### src/hw/tcc_defs.svh
// Register offsets, field positions, reset values and timing counts of the capture/compare block
// Summary of operation
// RULE_01 Falling edge on capture pin two latches the free-running counter into capture two.
// RULE_02 Each capture two sets its flag; interrupt raised when capture enable set.
// RULE_03 Capture two high byte reads upper eight bits, low byte lower eight.
// RULE_04 Captured value is one more than counter before the transition.
// RULE_05 Free-running counter advances once every four bus clock cycles.
// RULE_06 Capture transfer happens on every falling edge, whatever the flag state.
// RULE_07 Reading capture high byte blocks transfers until low byte is read.
// RULE_08 Reset leaves capture two contents unchanged.
// RULE_09 Compare one match sets flag one and drives level one to pin one.
// RULE_10 Compare two match sets flag two and drives level two to pin two.
// RULE_11 One compare interrupt enable gates interrupts from both compare channels.
// RULE_12 Writing compare high byte suspends that channel until its low byte is written.
// RULE_13 Each compare byte is writable without changing the other byte.
// RULE_14 On match the level reaches the pin whether or not the flag is set.
// RULE_15 Compare registers read/write, untouched by hardware and reset.
// RULE_16 Software writes high byte, reads status, then writes low byte when initialising.
// RULE_17 Control bits 3 and 4 force levels to pins; they always read zero.
// RULE_18 One control write changing levels and forcing drives the new levels.
// RULE_19 A forced compare changes only the pin, no flag, no interrupt.
// RULE_20 Level bit one drives pin high at match, zero drives it low.
// RULE_21 Capture flag two clears on status read then capture low byte read.
// RULE_22 Compare flag clears on status read then that channel's low byte access.
// RULE_23 Comparison evaluated once per four-cycle period in a fixed timer phase.
// RULE_24 Match needs all sixteen bits equal, once per counter period.
`ifndef TCC_DEFS_SVH
`define TCC_DEFS_SVH

// =============================================================
// Register offsets
`define TCC_OFF_CTRL 8'h12
`define TCC_OFF_STAT 8'h13
`define TCC_OFF_CMP1_HI 8'h16
`define TCC_OFF_CMP1_LO 8'h17
`define TCC_OFF_CNT_HI 8'h18
`define TCC_OFF_CNT_LO 8'h19
`define TCC_OFF_CAP2_HI 8'h1C
`define TCC_OFF_CAP2_LO 8'h1D
`define TCC_OFF_CMP2_HI 8'h1E
`define TCC_OFF_CMP2_LO 8'h1F

// =============================================================
// Control register fields
`define TCC_CTRL_CAP_IE 7
`define TCC_CTRL_CMP_IE 6
`define TCC_CTRL_FORCE2 4
`define TCC_CTRL_FORCE1 3
`define TCC_CTRL_LVL2 1
`define TCC_CTRL_LVL1 0

// =============================================================
// Status register fields
`define TCC_STAT_CMP1 6
`define TCC_STAT_CAP2 4
`define TCC_STAT_CMP2 3

// =============================================================
// Reset values and timing
`define TCC_COUNT_RST 16'hFFFC
`define TCC_PRESCALE 4
`define TCC_CMP_PHASE 2'h1

`endif

### src/hw/tcc_pkg.sv
// Types shared by the timer capture/compare block
package tcc_pkg;

  typedef struct packed {
    logic [7:0] addr;
    logic [7:0] wdata;
    logic wr;
    logic rd;
  } tcc_bus_req_t;

  typedef struct packed {
    logic [15:0] count;
    logic [1:0] phase;
    logic [1:0][15:0] cmp_val;
    logic [1:0] cmp_inhibit;
    logic [1:0] cmp_flag;
    logic [1:0] cmp_arm;
    logic [1:0] match_level;
    logic [1:0] pin;
    logic [15:0] cap_val;
    logic cap_inhibit;
    logic cap_flag;
    logic cap_arm;
    logic cap_prev;
    logic cap_irq_en;
    logic cmp_irq_en;
    logic cap_irq;
    logic cmp_irq;
    logic [7:0] rdata;
  } tcc_state_t;

endpackage : tcc_pkg
### src/hw/tcc_channels.sv
// Second input capture channel, two output compare channels and the timer counter
`timescale 1ns/1ps
`include "tcc_defs.svh"

module tcc_channels
  import tcc_pkg::*;
#(
  parameter int unsigned PRESCALE = `TCC_PRESCALE
) (
  input wire logic clk_i,
  input wire logic srst_i,
  input wire tcc_bus_req_t bus_i,
  output logic [7:0] rdata_o,
  input wire logic capture_pin_two_i,
  output logic compare_pin_one_o,
  output logic compare_pin_two_o,
  output logic capture_irq_o,
  output logic compare_irq_o
);

  // =============================================================
  // Elaboration checks
  if (PRESCALE < 2 || PRESCALE > 4) begin : g_bad_prescale
    $error("PRESCALE must lie between 2 and 4");
  end

  localparam logic [1:0] LAST_PHASE = 2'(PRESCALE - 1);
  localparam logic [1:0][7:0] CMP_HI_OFF = {`TCC_OFF_CMP2_HI, `TCC_OFF_CMP1_HI};
  localparam logic [1:0][7:0] CMP_LO_OFF = {`TCC_OFF_CMP2_LO, `TCC_OFF_CMP1_LO};

  function automatic logic hit(input tcc_bus_req_t b, input logic [7:0] off);
    hit = (b.addr == off);
  endfunction : hit

  tcc_state_t state_q;
  tcc_state_t state_d;

  logic cap_fall;
  logic cap_hi_rd;
  logic cap_lo_rd;
  logic stat_rd;
  logic ctrl_wr;
  logic [1:0] match;
  logic [1:0] force_hit;
  logic [1:0] lo_access;
  logic [1:0] hi_wr;
  logic [1:0] lo_wr;

  // =============================================================
  // Next-state logic
  always_comb begin
    state_d = state_q;
    cap_fall = state_q.cap_prev & ~capture_pin_two_i;
    cap_hi_rd = bus_i.rd & hit(bus_i, `TCC_OFF_CAP2_HI);
    cap_lo_rd = bus_i.rd & hit(bus_i, `TCC_OFF_CAP2_LO);
    stat_rd = bus_i.rd & hit(bus_i, `TCC_OFF_STAT);
    ctrl_wr = bus_i.wr & hit(bus_i, `TCC_OFF_CTRL);
    match = 2'h0;
    force_hit = 2'h0;
    lo_access = 2'h0;
    hi_wr = 2'h0;
    lo_wr = 2'h0;

    // Timer phase and counter: one count per prescale period
    state_d.cap_prev = capture_pin_two_i;
    if (state_q.phase == LAST_PHASE) begin
      state_d.phase = 2'h0;
      state_d.count = state_q.count + 16'h0001; // RULE_05
    end else begin
      state_d.phase = state_q.phase + 2'h1;
    end

    // Control register: levels and enables stored, force bits act once
    if (ctrl_wr) begin
      state_d.cap_irq_en = bus_i.wdata[`TCC_CTRL_CAP_IE];
      state_d.cmp_irq_en = bus_i.wdata[`TCC_CTRL_CMP_IE];
      state_d.match_level[0] = bus_i.wdata[`TCC_CTRL_LVL1];
      state_d.match_level[1] = bus_i.wdata[`TCC_CTRL_LVL2];
      force_hit[0] = bus_i.wdata[`TCC_CTRL_FORCE1]; // RULE_17
      force_hit[1] = bus_i.wdata[`TCC_CTRL_FORCE2]; // RULE_17
    end

    // Status read arms the clear of every flag that is set now
    if (stat_rd) begin
      state_d.cap_arm = state_q.cap_flag;
      state_d.cmp_arm = state_q.cmp_flag;
    end

    // Capture channel two
    if (cap_hi_rd) begin
      state_d.cap_inhibit = 1'b1; // RULE_07
    end
    if (cap_lo_rd) begin
      state_d.cap_inhibit = 1'b0; // RULE_07
      if (state_q.cap_arm) begin
        state_d.cap_flag = 1'b0; // RULE_21
        state_d.cap_arm = 1'b0;
      end
    end
    if (cap_fall) begin
      // Transfer on every edge unless software is between the two byte reads
      if (!state_q.cap_inhibit) begin
        state_d.cap_val = state_q.count + 16'h0001; // RULE_01 RULE_04 RULE_06
      end
      state_d.cap_flag = 1'b1; // RULE_02
    end

    // Compare channels
    for (int i = 0; i < 2; i++) begin
      hi_wr[i] = bus_i.wr & hit(bus_i, CMP_HI_OFF[i]);
      lo_wr[i] = bus_i.wr & hit(bus_i, CMP_LO_OFF[i]);
      lo_access[i] = (bus_i.wr | bus_i.rd) & hit(bus_i, CMP_LO_OFF[i]);
      if (hi_wr[i]) begin
        state_d.cmp_val[i][15:8] = bus_i.wdata; // RULE_13 RULE_15
        state_d.cmp_inhibit[i] = 1'b1; // RULE_12
      end
      if (lo_wr[i]) begin
        state_d.cmp_val[i][7:0] = bus_i.wdata; // RULE_13 RULE_15
        state_d.cmp_inhibit[i] = 1'b0; // RULE_12
      end
      if (lo_access[i] && state_q.cmp_arm[i]) begin
        state_d.cmp_flag[i] = 1'b0; // RULE_22
        state_d.cmp_arm[i] = 1'b0;
      end
      // Compare once per period, only in the fixed compare phase
      match[i] = (state_q.phase == `TCC_CMP_PHASE) && !state_q.cmp_inhibit[i]
                 && (state_q.cmp_val[i] == state_q.count); // RULE_23 RULE_24
      if (match[i]) begin
        state_d.cmp_flag[i] = 1'b1; // RULE_09 RULE_10
        state_d.pin[i] = state_q.match_level[i]; // RULE_14 RULE_20
      end
      // Force uses the level written in the same cycle, and touches no flag
      if (force_hit[i]) begin
        state_d.pin[i] = state_d.match_level[i]; // RULE_18 RULE_19
      end
    end

    state_d.cap_irq = state_d.cap_flag & state_d.cap_irq_en; // RULE_02
    state_d.cmp_irq = (|state_d.cmp_flag) & state_d.cmp_irq_en; // RULE_11

    // Read data, valid the cycle after the strobe only
    state_d.rdata = 8'h00;
    if (bus_i.rd) begin
      unique case (bus_i.addr)
        `TCC_OFF_CTRL: begin
          state_d.rdata[`TCC_CTRL_CAP_IE] = state_q.cap_irq_en;
          state_d.rdata[`TCC_CTRL_CMP_IE] = state_q.cmp_irq_en;
          state_d.rdata[`TCC_CTRL_LVL1] = state_q.match_level[0];
          state_d.rdata[`TCC_CTRL_LVL2] = state_q.match_level[1];
        end
        `TCC_OFF_STAT: begin
          state_d.rdata[`TCC_STAT_CMP1] = state_q.cmp_flag[0];
          state_d.rdata[`TCC_STAT_CAP2] = state_q.cap_flag;
          state_d.rdata[`TCC_STAT_CMP2] = state_q.cmp_flag[1];
        end
        `TCC_OFF_CMP1_HI: state_d.rdata = state_q.cmp_val[0][15:8];
        `TCC_OFF_CMP1_LO: state_d.rdata = state_q.cmp_val[0][7:0];
        `TCC_OFF_CNT_HI: state_d.rdata = state_q.count[15:8];
        `TCC_OFF_CNT_LO: state_d.rdata = state_q.count[7:0];
        `TCC_OFF_CAP2_HI: state_d.rdata = state_q.cap_val[15:8]; // RULE_03
        `TCC_OFF_CAP2_LO: state_d.rdata = state_q.cap_val[7:0]; // RULE_03
        `TCC_OFF_CMP2_HI: state_d.rdata = state_q.cmp_val[1][15:8];
        `TCC_OFF_CMP2_LO: state_d.rdata = state_q.cmp_val[1][7:0];
        default: state_d.rdata = 8'h00;
      endcase
    end
  end

  // =============================================================
  // State register
  // Compare and capture values deliberately have no reset: software may
  // use them as storage across a reset.
  always_ff @(posedge clk_i) begin
    state_q <= state_d;
    if (srst_i) begin
      state_q.count <= `TCC_COUNT_RST;
      state_q.phase <= 2'h0;
      state_q.cmp_inhibit <= 2'h0;
      state_q.cmp_flag <= 2'h0;
      state_q.cmp_arm <= 2'h0;
      state_q.match_level <= 2'h0;
      state_q.pin <= 2'h0;
      state_q.cap_inhibit <= 1'b0; // RULE_08
      state_q.cap_flag <= 1'b0;
      state_q.cap_arm <= 1'b0;
      state_q.cap_prev <= 1'b1;
      state_q.cap_irq_en <= 1'b0;
      state_q.cmp_irq_en <= 1'b0;
      state_q.cap_irq <= 1'b0;
      state_q.cmp_irq <= 1'b0;
      state_q.rdata <= 8'h00;
    end
  end

  assign rdata_o = state_q.rdata;
  assign compare_pin_one_o = state_q.pin[0];
  assign compare_pin_two_o = state_q.pin[1];
  assign capture_irq_o = state_q.cap_irq;
  assign compare_irq_o = state_q.cmp_irq;
endmodule : tcc_channels

### config.mk
export PLATFORM = sky130hd
export DESIGN_NAME = tcc_channels
export DESIGN_NICKNAME = d
export VERILOG_FILES = /design/src/hw/tcc_pkg.sv /design/src/hw/tcc_channels.sv
export VERILOG_INCLUDE_DIRS = /design/src /design/src/hw
export SDC_FILE = /design/constraint.sdc
export NUM_CORES = 1
export LEC_CHECK = 0
export BUFFER_PORTS_ARGS = -buffer_cell sky130_fd_sc_hd__buf_4
export CELL_PAD_IN_SITES_DETAIL_PLACEMENT = 0
export CELL_PAD_IN_SITES_GLOBAL_PLACEMENT = 1
export CORE_UTILIZATION = 50
export CTS_CLUSTER_DIAMETER = 50
export DETAILED_ROUTE_END_ITERATION = 8
export PLACE_DENSITY = 0.86
export SLEW_MARGIN = 30
export SYNTH_ARGS = -nofsm -noshare
export SYNTH_HDL_FRONTEND = slang
export SYNTH_SLANG_ARGS = --single-unit
export TNS_END_PERCENT = 30
### constraint.sdc
create_clock -name clk_i -period 3.5 [get_ports clk_i]
set_clock_uncertainty 0.1 [all_clocks]
set_input_delay 0.175 -clock clk_i [delete_from_list [all_inputs] [get_ports clk_i]]
set_output_delay 0.175 -clock clk_i [all_outputs]
set_load 0.02 [all_outputs]
==> summary.md, run 1 <==
| Metric | Value |
|---|---|
| Final setup fails | 0 |
| Setup ws final | 0.997 ns |
| Wirelength per Cell | 20.7 um |
| Placement Cell Area | 4730 um^2 |
| Gate power share | 5.9% |
| IO Port Bufs | 32 |
| Share of layout cells above drive strength 1 | 15.5% |
| Root buffer cell | clkbuf_8 |
| Cts repair resizes | 0 |
| Chip height | 96.9 um |
| Pre-CTS WS | 1.02 ns |
| Hold WS | 0.0244 ns |
| Seq pwr share | 58.8% |
| CTS tree | yes |
| Worst EP arrival | 2.52 ns |
| Clk_lat worst skew | 0.37 ns |
| Pleak | 1.67 nW |
| Avg Vias per Cell | 6.05 |
| CTS Buffer Depth | 2 |
| Ys flop type | edfxtp_1 |
| Dpl hpwl | 8150 um |
| Die area | 9390 um^2 |
| Pint | 1.47 mW |
| Synthesized area | 4500 um^2 |
| Syn nets | 447 |
| Crit path time final | 2.50 ns |
| Nets | 465 |
| Core Rows | 34 |
| Starting Density | 51.6% |
| Max-cap violations | 0 |
| Startpoint types | register |
| Register area | 2320 um^2 |
| Tot GR Track Use | 25.2% |
| Largest net degree at the start of global routing | 38 |
| Register area share after synthesis | 51.6% |
| Reg2Reg Setup Slack | 1.0 ns |
| Worst path slowest cell | nor4_1 |
| Fin Setup TNS | 0 ns |
| Initial antenna violation count | 0 |
| Critical path cell sequence | ha_1 -> nand3_1 -> nor4_1 -> nand3_1 -> xnor2_1 |
| Post-route ant nets | 0 |
| Layout Area Growth over Synthesis | 11.5% |
| Filler Cell Count | 759 |
| Hold Violations, Final | 0 |
| Util after Layout | 57.5% |
| Post-synth EDFFs | 48 |
| Cell depth of the worst setup path | 5 |
| Die width | 96.9 um |
| Area of the multi-input gates | 1950 um^2 |
| Share of total power in the clock network | 35.3% |
| Worst path top cell family by delay | simple AND/OR/NAND/NOR gates |
| Mapped Cells | 423 |
| Post-CTS Setup Bufs | 0 |
| Core Area | 8720 um^2 |
| Bufs and invs on worst path | 0 |
| H-Tree Depth | 3 |
| Crit. End Element | register |
| Reg-to-Reg Start | state_q[76] |
| First-pass GRT wire length | 17700 um |
| Synth Register Bits | 92 |
| Pins Over Slew Limit | 0 |
| Critical Path Max Stage Delay | 0.73 ns |
| Grt total ovfl | 0 |
| Fin crit share | 71.5% |
| Sink Count | 92 |
| Share of synthesized registers carrying an async set or reset | 0% |
| Relative slew slack | 39.5% |
| Sw Ratio | 24.9% |
| GPL Wtd Cong | 1.01 |
| Req. time, crit path | 3.52 ns |
| Via Count | 3353 |
| Pre-Repair DR Iteration Count | 6 |
| Post-synthesis cell type count | 47 |
| Crit Path Max Fanout | 10 |
| Critical path class | reg -> reg |
| Antenna cell count | 0 |
| IO Count | 33 |
| Outcome | finished clean |
| Reg clk slew, reported paths | 0.11 ns |
| Vias in the first global route | 3151 |
| Initial DRC Count | 453 |
| RSZ-0062 raised after global routing | false |
| Worst slew pin tran | 0.899 ns |
| Yosys warns | 0 |
| Syn_area_per_cell | 10.6 um^2 |
| Residual DRC | 0 |
| Cell mode on critical path | nand3_1 |
| Post-route cell area | 5020 um^2 |
| Reg2Reg Depth | 5 |
| VDD IR max | 0.000275 V |
| Num CTS Buffers | 9 |
| DRT Wirelength | 11400 um |
| Hold Path Class | in -> reg |
| Fmax | 0.399 GHz |
| Crit path to | state_q[30] |
| Pwr/cell area | 389 nW/um^2 |
| R2R Path End | state_q[30] |
| Critical path launch point | state_q[76] |
| Switching pwr | 0.487 mW |
[timing repair]
item,4_1_cts,5_1_grt
endpoints found under the hold margin,36,0
hold buffers,10,0
setup endpoints to repair,0,0
[cells in the final DEF (no fill, tap or decap), drive strengths merged, types with 3 or more instances in the layout]
| cell type | synthesis | final |
|---|---|---|
| edfxtp | 48 | 48 |
| dfxtp | 44 | 44 |
| xnor2 | 40 | 40 |
| buf | 19 | 37 |
| nor2 | 27 | 27 |
| nand2 | 23 | 23 |
| xor2 | 19 | 19 |
| nand3 | 19 | 19 |
| nor3 | 17 | 17 |
| nand4 | 15 | 15 |
| nand2b | 15 | 15 |
| a22oi | 14 | 14 |
| a21oi | 13 | 13 |
| inv | 10 | 13 |
| dlygate4sd3 | 0 | 10 |
| a31oi | 9 | 9 |
| clkbuf | 21 | 9 |
| nor4 | 9 | 9 |
| mux2i | 8 | 8 |
| mux2 | 6 | 6 |
| nor2b | 5 | 5 |
| and3 | 4 | 4 |
| nand3b | 3 | 3 |
| a311oi | 3 | 3 |
| a221oi | 3 | 3 |
| a222oi | 3 | 3 |
| ha | 3 | 3 |
| clkinv | 0 | 3 |
[final cells by class]
cell class                 instances  area share (%)
multi-input combinational        281            38.9
inverter                          10           0.748
clock buffer                       9            2.47
tap                              108            2.69
clock inverter                     7            1.35
sequential                        92            46.3
timing repair buffer              47            7.53
[cell usage after synthesis (all sizes together), types with 10 or more instances]
cell type,count,area (um^2)
nand4,15,93.8
xnor2,40,350
inv,10,37.5
clkbuf,21,78.8
nand2,23,86.3
edfxtp,48,1440
nand2b,15,93.8
nor3,17,90.1
xor2,19,166
a21oi,13,65.1
dfxtp,44,881
nor2,27,101
a22oi,14,105
nand3,19,95.1
buf,19,110
[cell families (layout without fill, tap and decap cells)]
family / count (synthesis) / after routing / synth area share, %
AO/OA/AOI/OAI: 58 / 58 / 9.23
XOR/XNOR: 59 / 59 / 11.5
adder cells (fa/ha/maj): 3 / 3 / 0.834
buffers and inverters: 50 / 73 / 5.03
flip-flops: 92 / 92 / 51.6
multiplexers: 16 / 16 / 4.28
AND/OR/NAND/NOR: 145 / 145 / 17.6
[state kept, by name, summed over array words and instances (netlist names)]
signal,cells
state_q,80
rdata_o,8
capture_irq_o,1
compare_irq_o,1
compare_pin_one_o,1
compare_pin_two_o,1
[power groups by stage]
stage	combinational, mW	clock, mW	sequential (mW)
final	0.115	0.690	1.15
after global routing	0.125	0.742	1.15
after floorplan	0.0643	0	1.17
after CTS	0.115	0.700	1.15
after detailed placement	0.105	0	1.17
after global placement	0.104	0	1.17
[metal layers]
layer / vias up / part of all wire (%) / GRT usage, %
li1: 1545 / - / -
met1: 1632 / 46 / 37.1
met2: 158 / 45 / 37.4
met3: 18 / 8.4 / 5.92
met4: 0 / 1.3 / 6.08
met5: - / 0 / 0
[how the worst min path moves through the flow]
stage / depth (start not counted) / from / end / slack [ns]
final: 3 / bus_i[1] / state_q[35] / 0.02
after global routing: 3 / bus_i[1] / state_q[34] / 0.04
after global placement: 2 / capture_pin_two_i / state_q[12] / 0.27
after floorplan: 0 / bus_i[2] / state_q[42] / 0.17
after CTS: 3 / bus_i[1] / state_q[35] / 0.01
after detailed placement: 2 / capture_pin_two_i / state_q[12] / 0.28
[through the flow]
step / total power [mW] / std cells
after detailed placement: 1.28 / 528
after global placement: 1.28 / 528
after floorplan: 1.23 / 423
after global routing: 2.02 / 554
final: 1.95 / 554
after CTS: 1.96 / 554
[tightest hold or removal path: cells and delay by family]
kind	cells	cell delay, ns
buffers and inverters	1	0.16
AND/OR/NAND/NOR	1	0.07
AO/OA/AOI/OAI	1	0.05
Note: power is estimated with default switching activity, not from simulation.
==> inputs of run 2 (changes only) <==
CORE_UTILIZATION = 43   (was 50)
PLACE_DENSITY = 0.79   (was 0.86)
clock period = 2.2 ns   (was 3.5 ns; I/O delays follow)
==> summary.md, run 2 (synthesis gave the netlist of run 1 again) <==
| Metric | Value |
|---|---|
| Outcome | finished clean |
| Vias in the first global route | 3433 (+8.9%) |
| Max-cap violations | 0 (unchanged) |
| Reg clk slew, reported paths | 0.09 ns (-0.02 ns) |
| Sw Ratio | 23.7% (-1.2 points) |
| Util after Layout | 52.8% (-4.7 points) |
| Tot GR Track Use | 23.3% (-1.9 points) |
| Pins Over Slew Limit | 0 (unchanged) |
| Hold Violations, Final | 0 (unchanged) |
| Num CTS Buffers | 9 (unchanged) |
| Seq pwr share | 59.2% (+0.4 points) |
| Largest net degree at the start of global routing | 37 (-2.6%) |
| Largest Register | state_q |
| GPL Wtd Cong | 0.966 (-4.0%) |
| Area of the multi-input gates | 1960 um^2 (+0.58%) |
| Fin crit share | 95.6% (+24 points) |
| Worst EP arrival | 2.26 ns (-0.26 ns) |
| Hold Path Class | in -> reg |
| Antenna cell count | 0 (unchanged) |
| Pre-CTS WS | -0.00421 ns (-1.02 ns) |
| R2R Path End | state_q[91] |
| Gate power share | 6.6% (+0.7 points) |
| Die width | 104 um (+7.7%) |
| Startpoint types | register |
| Via Count | 3456 (+3.1%) |
| DRT Wirelength | 11900 um (+4.2%) |
| Critical path cell sequence | inv_1 -> or4_1 -> nor4_1 -> xnor2_1 -> nand2b_1 |
| Crit Path Max Fanout | 6 (-4) |
| Register area | 2320 um^2 (unchanged) |
| Pint | 2.35 mW (+60%) |
| Initial antenna violation count | 0 (unchanged) |
| Max FFs per register | 80 (unchanged) |
| Switching pwr | 0.731 mW (+50%) |
| Critical hold path startpoint | bus_i[10] |
| Initial DRC Count | 262 (-42%) |
| Hold WS | 0.114 ns (+0.0900 ns) |
| Reg-to-Reg Start | state_q[83] |
| Core Area | 9950 um^2 (+14%) |
| Commonest non-fill, non-tap cell in the layout | buf_4 |
| Power, Total | 3.08 mW (+58%) |
| Placement Cell Area | 4970 um^2 (+5.1%) |
| Post-route ant nets | 0 (unchanged) |
| Req. time, crit path | 2.36 ns (-1.16 ns) |
| Post-route cell area | 5260 um^2 (+4.8%) |
| VDD IR max | 0.000268 V (-2.7%) |
| H-Tree Depth | 3 (unchanged) |
| Worst path slowest cell | or4_1 |
| Root buffer cell | clkbuf_8 |
| Core Rows | 36 (+5.9%) |
| Critical path launch point | state_q[83] |
| Fmax | 0.475 GHz (+19%) |
| Worst slew pin tran | 0.560 ns (-0.339 ns) |
| Residual DRC | 0 (unchanged) |
| Hold EP | state_q[15] |
| Most frequent cells in the layout | buf_4, edfxtp_1, dfxtp_1 |
| Pre-Repair DR Iteration Count | 8 (+2) |
| Pwr/cell area | 585 nW/um^2 (+50%) |
| Avg Vias per Cell | 5.69 (-5.9%) |
| Die area | 10900 um^2 (+16%) |
| IO Port Bufs | 32 (unchanged) |
| Wirelength per Cell | 19.6 um (-4.9%) |
| Share of layout cells above drive strength 1 | 20.7% (+5.2 points) |
| CTS Buffer Depth | 2 (unchanged) |
| First-pass GRT wire length | 19000 um (+7.2%) |
| CTS tree | yes |
| Crit. End Element | register |
| Relative slew slack | 62.3% (+23 points) |
| Chip height | 104 um (+7.7%) |
| Grt total ovfl | 0 (unchanged) |
| Share of total power in the clock network | 34.2% (-1.1 points) |
| RSZ-0062 raised after global routing | false |
| IO Count | 33 (unchanged) |
| Critical path class | reg -> reg |
| WHS Path Cells | 2 (-1) |
| Final setup fails | 0 (unchanged) |
| Clk_lat worst skew | 0.37 ns (about the same) |
| Starting Density | 45.2% (-6.4 points) |
| Setup ws final | 0.0961 ns (-0.901 ns) |
| Reg2Reg Setup Slack | 0.1 ns (-0.90 ns) |
| Filler Cell Count | 929 (+22%) |
| Layout Area Growth over Synthesis | 16.8% |
| Critical Path Max Stage Delay | 0.62 ns (-0.11 ns) |
| Nets | 493 (+6.0%) |
| Sink Count | 92 (unchanged) |
| Dpl hpwl | 8740 um (+7.2%) |
| Pleak | 1.81 nW (+8.4%) |
| Post-CTS Setup Bufs | 0 (unchanged) |
| Reg2Reg Depth | 5 (unchanged) |
| Crit path time final | 2.10 ns (-0.399 ns) |
==> run 2: cell type report <==
cell class,count,area share [%]
well taps,133,3.16
clock buffers,11,2.71
flip-flops and latches,92,44.2
multi-input cells,281,37.4
clock inverters,5,0.666
repair buffers,75,11.2
inverters,10,0.714
==> run 2: worst max-delay path by stage <==
stage | endpoint | slack (ns)
6_report | state_q[91] | 0.1
2_1_floorplan | state_q[91] | 0.25
3_5_place_dp | rdata_o[6] | -0.004
4_1_cts | state_q[26] | 0.10
5_1_grt | compare_pin_one_o | 0.0001
3_3_place_gp | rdata_o[6] | 0.04
==> run 2: per-stage QoR <==
stage | std cells | setup TNS, ns
2_1_floorplan | 423 | 0
3_3_place_gp | 580 | 0
3_5_place_dp | 580 | -0.00421
4_1_cts | 607 | 0
5_1_grt | 607 | 0
6_report | 607 | 0
==> run 2: power by group through the flow <==
stage | clock network [mW] | registers, mW | logic (mW)
final | 1.05 | 1.82 | 0.203
after global routing | 1.14 | 1.82 | 0.219
after CTS | 1.08 | 1.82 | 0.203
after detailed placement | 0 | 1.86 | 0.187
after global placement | 0 | 1.86 | 0.184
after floorplan | 0 | 1.86 | 0.103
==> run 2: routing by layer <==
layer  track usage [%]  up-vias  wire length (um)
met2              36.6      143              5440
met1              31.6     1680              5330
met3              3.95       23               823
met5                 0        -                 0
met4              10.3        0               322
li1                  -     1610                 -
==> run 2: repair_timing <==
item,4_1_cts,5_1_grt
hold endpoints to repair,41,0
resized for setup,0,1
endpoints found under the setup margin,0,3
hold buffers,11,0
==> run 2: worst max-delay path: cells and delay by family, from the launching register on <==
kind                   cells  cell delay (ns)
flip-flops                 1             0.53
XOR/XNOR                   1             0.17
buffers and inverters      1             0.16
AND/OR/NAND/NOR            3             1.05
==> inputs of run 3 (changes only) <==
CORE_MARGIN = 5   (was unset)
GPL_TIMING_DRIVEN = 0   (was unset)
TNS_END_PERCENT = unset   (was 30)
==> summary.md, run 3 (synthesis gave the netlist of run 1 again) <==
| Metric | Value |
|---|---|
| Sink Count | 92 (unchanged) |
| Die area | 12600 um^2 (+16%) |
| Fin crit share | 97.9% (+2.2 points) |
| IO Port Bufs | 30 (-6.3%) |
| Num CTS Buffers | 9 (unchanged) |
| RSZ-0062 raised after global routing | false |
| Most frequent cells in the layout | edfxtp_1, dfxtp_1, xnor2_1 |
| Hold Path Class | in -> reg |
| Via Count | 3473 (+0.49%) |
| Worst slew pin tran | 0.841 ns (+0.282 ns) |
| Setup ws final | 0.0469 ns (-0.0492 ns) |
| Tot GR Track Use | 20.0% (-3.4 points) |
| Worst EP arrival | 2.31 ns (+0.05 ns) |
| Startpoint types | register |
| Pwr/cell area | 613 nW/um^2 (+4.8%) |
| Max-cap violations | 0 (unchanged) |
| Fmax | 0.464 GHz (-2.3%) |
| Grt total ovfl | 0 (unchanged) |
| CTS Buffer Depth | 2 (unchanged) |
| Req. time, crit path | 2.36 ns (about the same) |
| Share of layout cells above drive strength 1 | 19.1% (-1.6 points) |
| Residual DRC | 0 (unchanged) |
| Root buffer cell | clkbuf_8 |
| Initial antenna violation count | 0 (unchanged) |
| Max FFs per register | 80 (unchanged) |
| Hold Violations, Final | 0 (unchanged) |
| Critical hold path startpoint | bus_i[11] |
| H-Tree Depth | 3 (unchanged) |
| Filler Cell Count | 931 (+0.22%) |
| Core Rows | 37 (+2.8%) |
| Starting Density | 43.8% (-1.4 points) |
| Pins Over Slew Limit | 0 (unchanged) |
| Pleak | 1.79 nW (-0.96%) |
| Wirelength per Cell | 20.2 um (+2.8%) |
| Vias in the first global route | 3367 (-1.9%) |
| Relative slew slack | 43.5% (-19 points) |
| Crit. End Element | register |
| Clk_lat worst skew | 0.36 ns (about the same) |
| Commonest non-fill, non-tap cell in the layout | edfxtp_1 |
| Die width | 112 um (+7.7%) |
| Chip height | 112 um (+7.7%) |
| Critical path class | reg -> reg |
| Avg Vias per Cell | 5.67 (-0.49%) |
| Core Area | 10300 um^2 (+3.2%) |
| Largest Register | state_q |
| Reg clk slew, reported paths | 0.09 ns (about the same) |
| Post-route ant nets | 0 (unchanged) |
| CTS tree | yes |
| VDD IR max | 0.000340 V (+27%) |
| Layout Area Growth over Synthesis | 18.3% |
| Final setup fails | 0 (unchanged) |
| GPL Wtd Cong | 0.992 (+2.7%) |
| Initial DRC Count | 339 (+29%) |
| Fin Setup TNS | 0 ns (unchanged) |
| IO Count | 33 (unchanged) |
| DRT Wirelength | 12400 um (+3.8%) |
| Critical path launch point | state_q[91] |
| Pre-Repair DR Iteration Count | 6 (-2) |
| Post-CTS Setup Bufs | 0 (unchanged) |
| Crit path time final | 2.15 ns (+0.0492 ns) |
| Nets | 496 (+0.61%) |
| Dpl hpwl | 8940 um (+2.3%) |
| First-pass GRT wire length | 19100 um (+0.25%) |
| Antenna cell count | 0 (unchanged) |
| Outcome | finished clean |
| Reg-to-Reg Start | state_q[91] |
| Largest net degree at the start of global routing | 17 (-54%) |
| Pre-CTS WS | -0.392 ns (-0.387 ns) |
| Crit Path Max Fanout | 5 (-1) |
==> run 3: where the power goes <==
part	total [mW]	switching, mW	internal (mW)
clock network	1.24	0.587	0.651
logic	0.207	0.127	0.0797
registers	1.82	0.00743	1.81
total	3.27	0.722	2.54
==> run 3: final cells by class <==
class	count	area, um^2	area share (%)
tap	136	170	3.20
clock inverter	1	6.26	0.118
sequential	92	2320	43.6
timing repair buffer	41	333	6.25
clock buffer	15	220	4.14
multi-input combinational	281	2050	38.6
buffer	37	180	3.38
inverter	10	37.5	0.705
==> run 3: stage by stage <==
step	hold WS, ns	power (mW)	cell area [um^2]	instances	utilization, %
2_1_floorplan	0.109	1.96	4510	423	-
3_3_place_gp	0.210	2.04	4900	589	47.7
3_5_place_dp	0.214	2.05	4930	590	48.0
4_1_cts	0.0693	3.28	5280	614	51.4
5_1_grt	0.0964	3.37	5320	613	51.8
6_report	0.0989	3.27	5320	613	51.8
==> run 3: routing by layer <==
layer  wire (um)  GRT usage (%)  up-vias
li1            -              -     1611
met1        5160           26.8     1680
met2        5670           30.8      153
met3        1070           4.20       29
met4         478           9.46        0
met5           0              0        -
==> run 3: timing repair <==
| action | CTS | global route |
|---|---|---|
| hold buffers | 10 | 0 |
| cloned | 0 | 0 |
| pin swaps | 0 | 1 |
| endpoints found under the setup margin | 15 | 8 |
| resized for setup | 5 | 9 |
| endpoints found under the hold margin | 42 | 0 |
==> run 3: worst paths after layout <==
path                                      end  slack [ns]  cells after the start
worst max register to register  compare_irq_o        0.05                      6
worst min register to register    state_q[74]        0.37                      1
worst min-delay path              state_q[14]         0.1                      5
worst max-delay path            compare_irq_o        0.05                      6
==> run 3: critical path, cell delays in order (launching register included) <==
cell and delay (ns):
dfxtp_1 0.31, clkbuf_1 0.33, xnor2_1 0.19, nand4_1 0.18, nor4_4 0.49, a22oi_1 0.17, a211oi_1 0.29
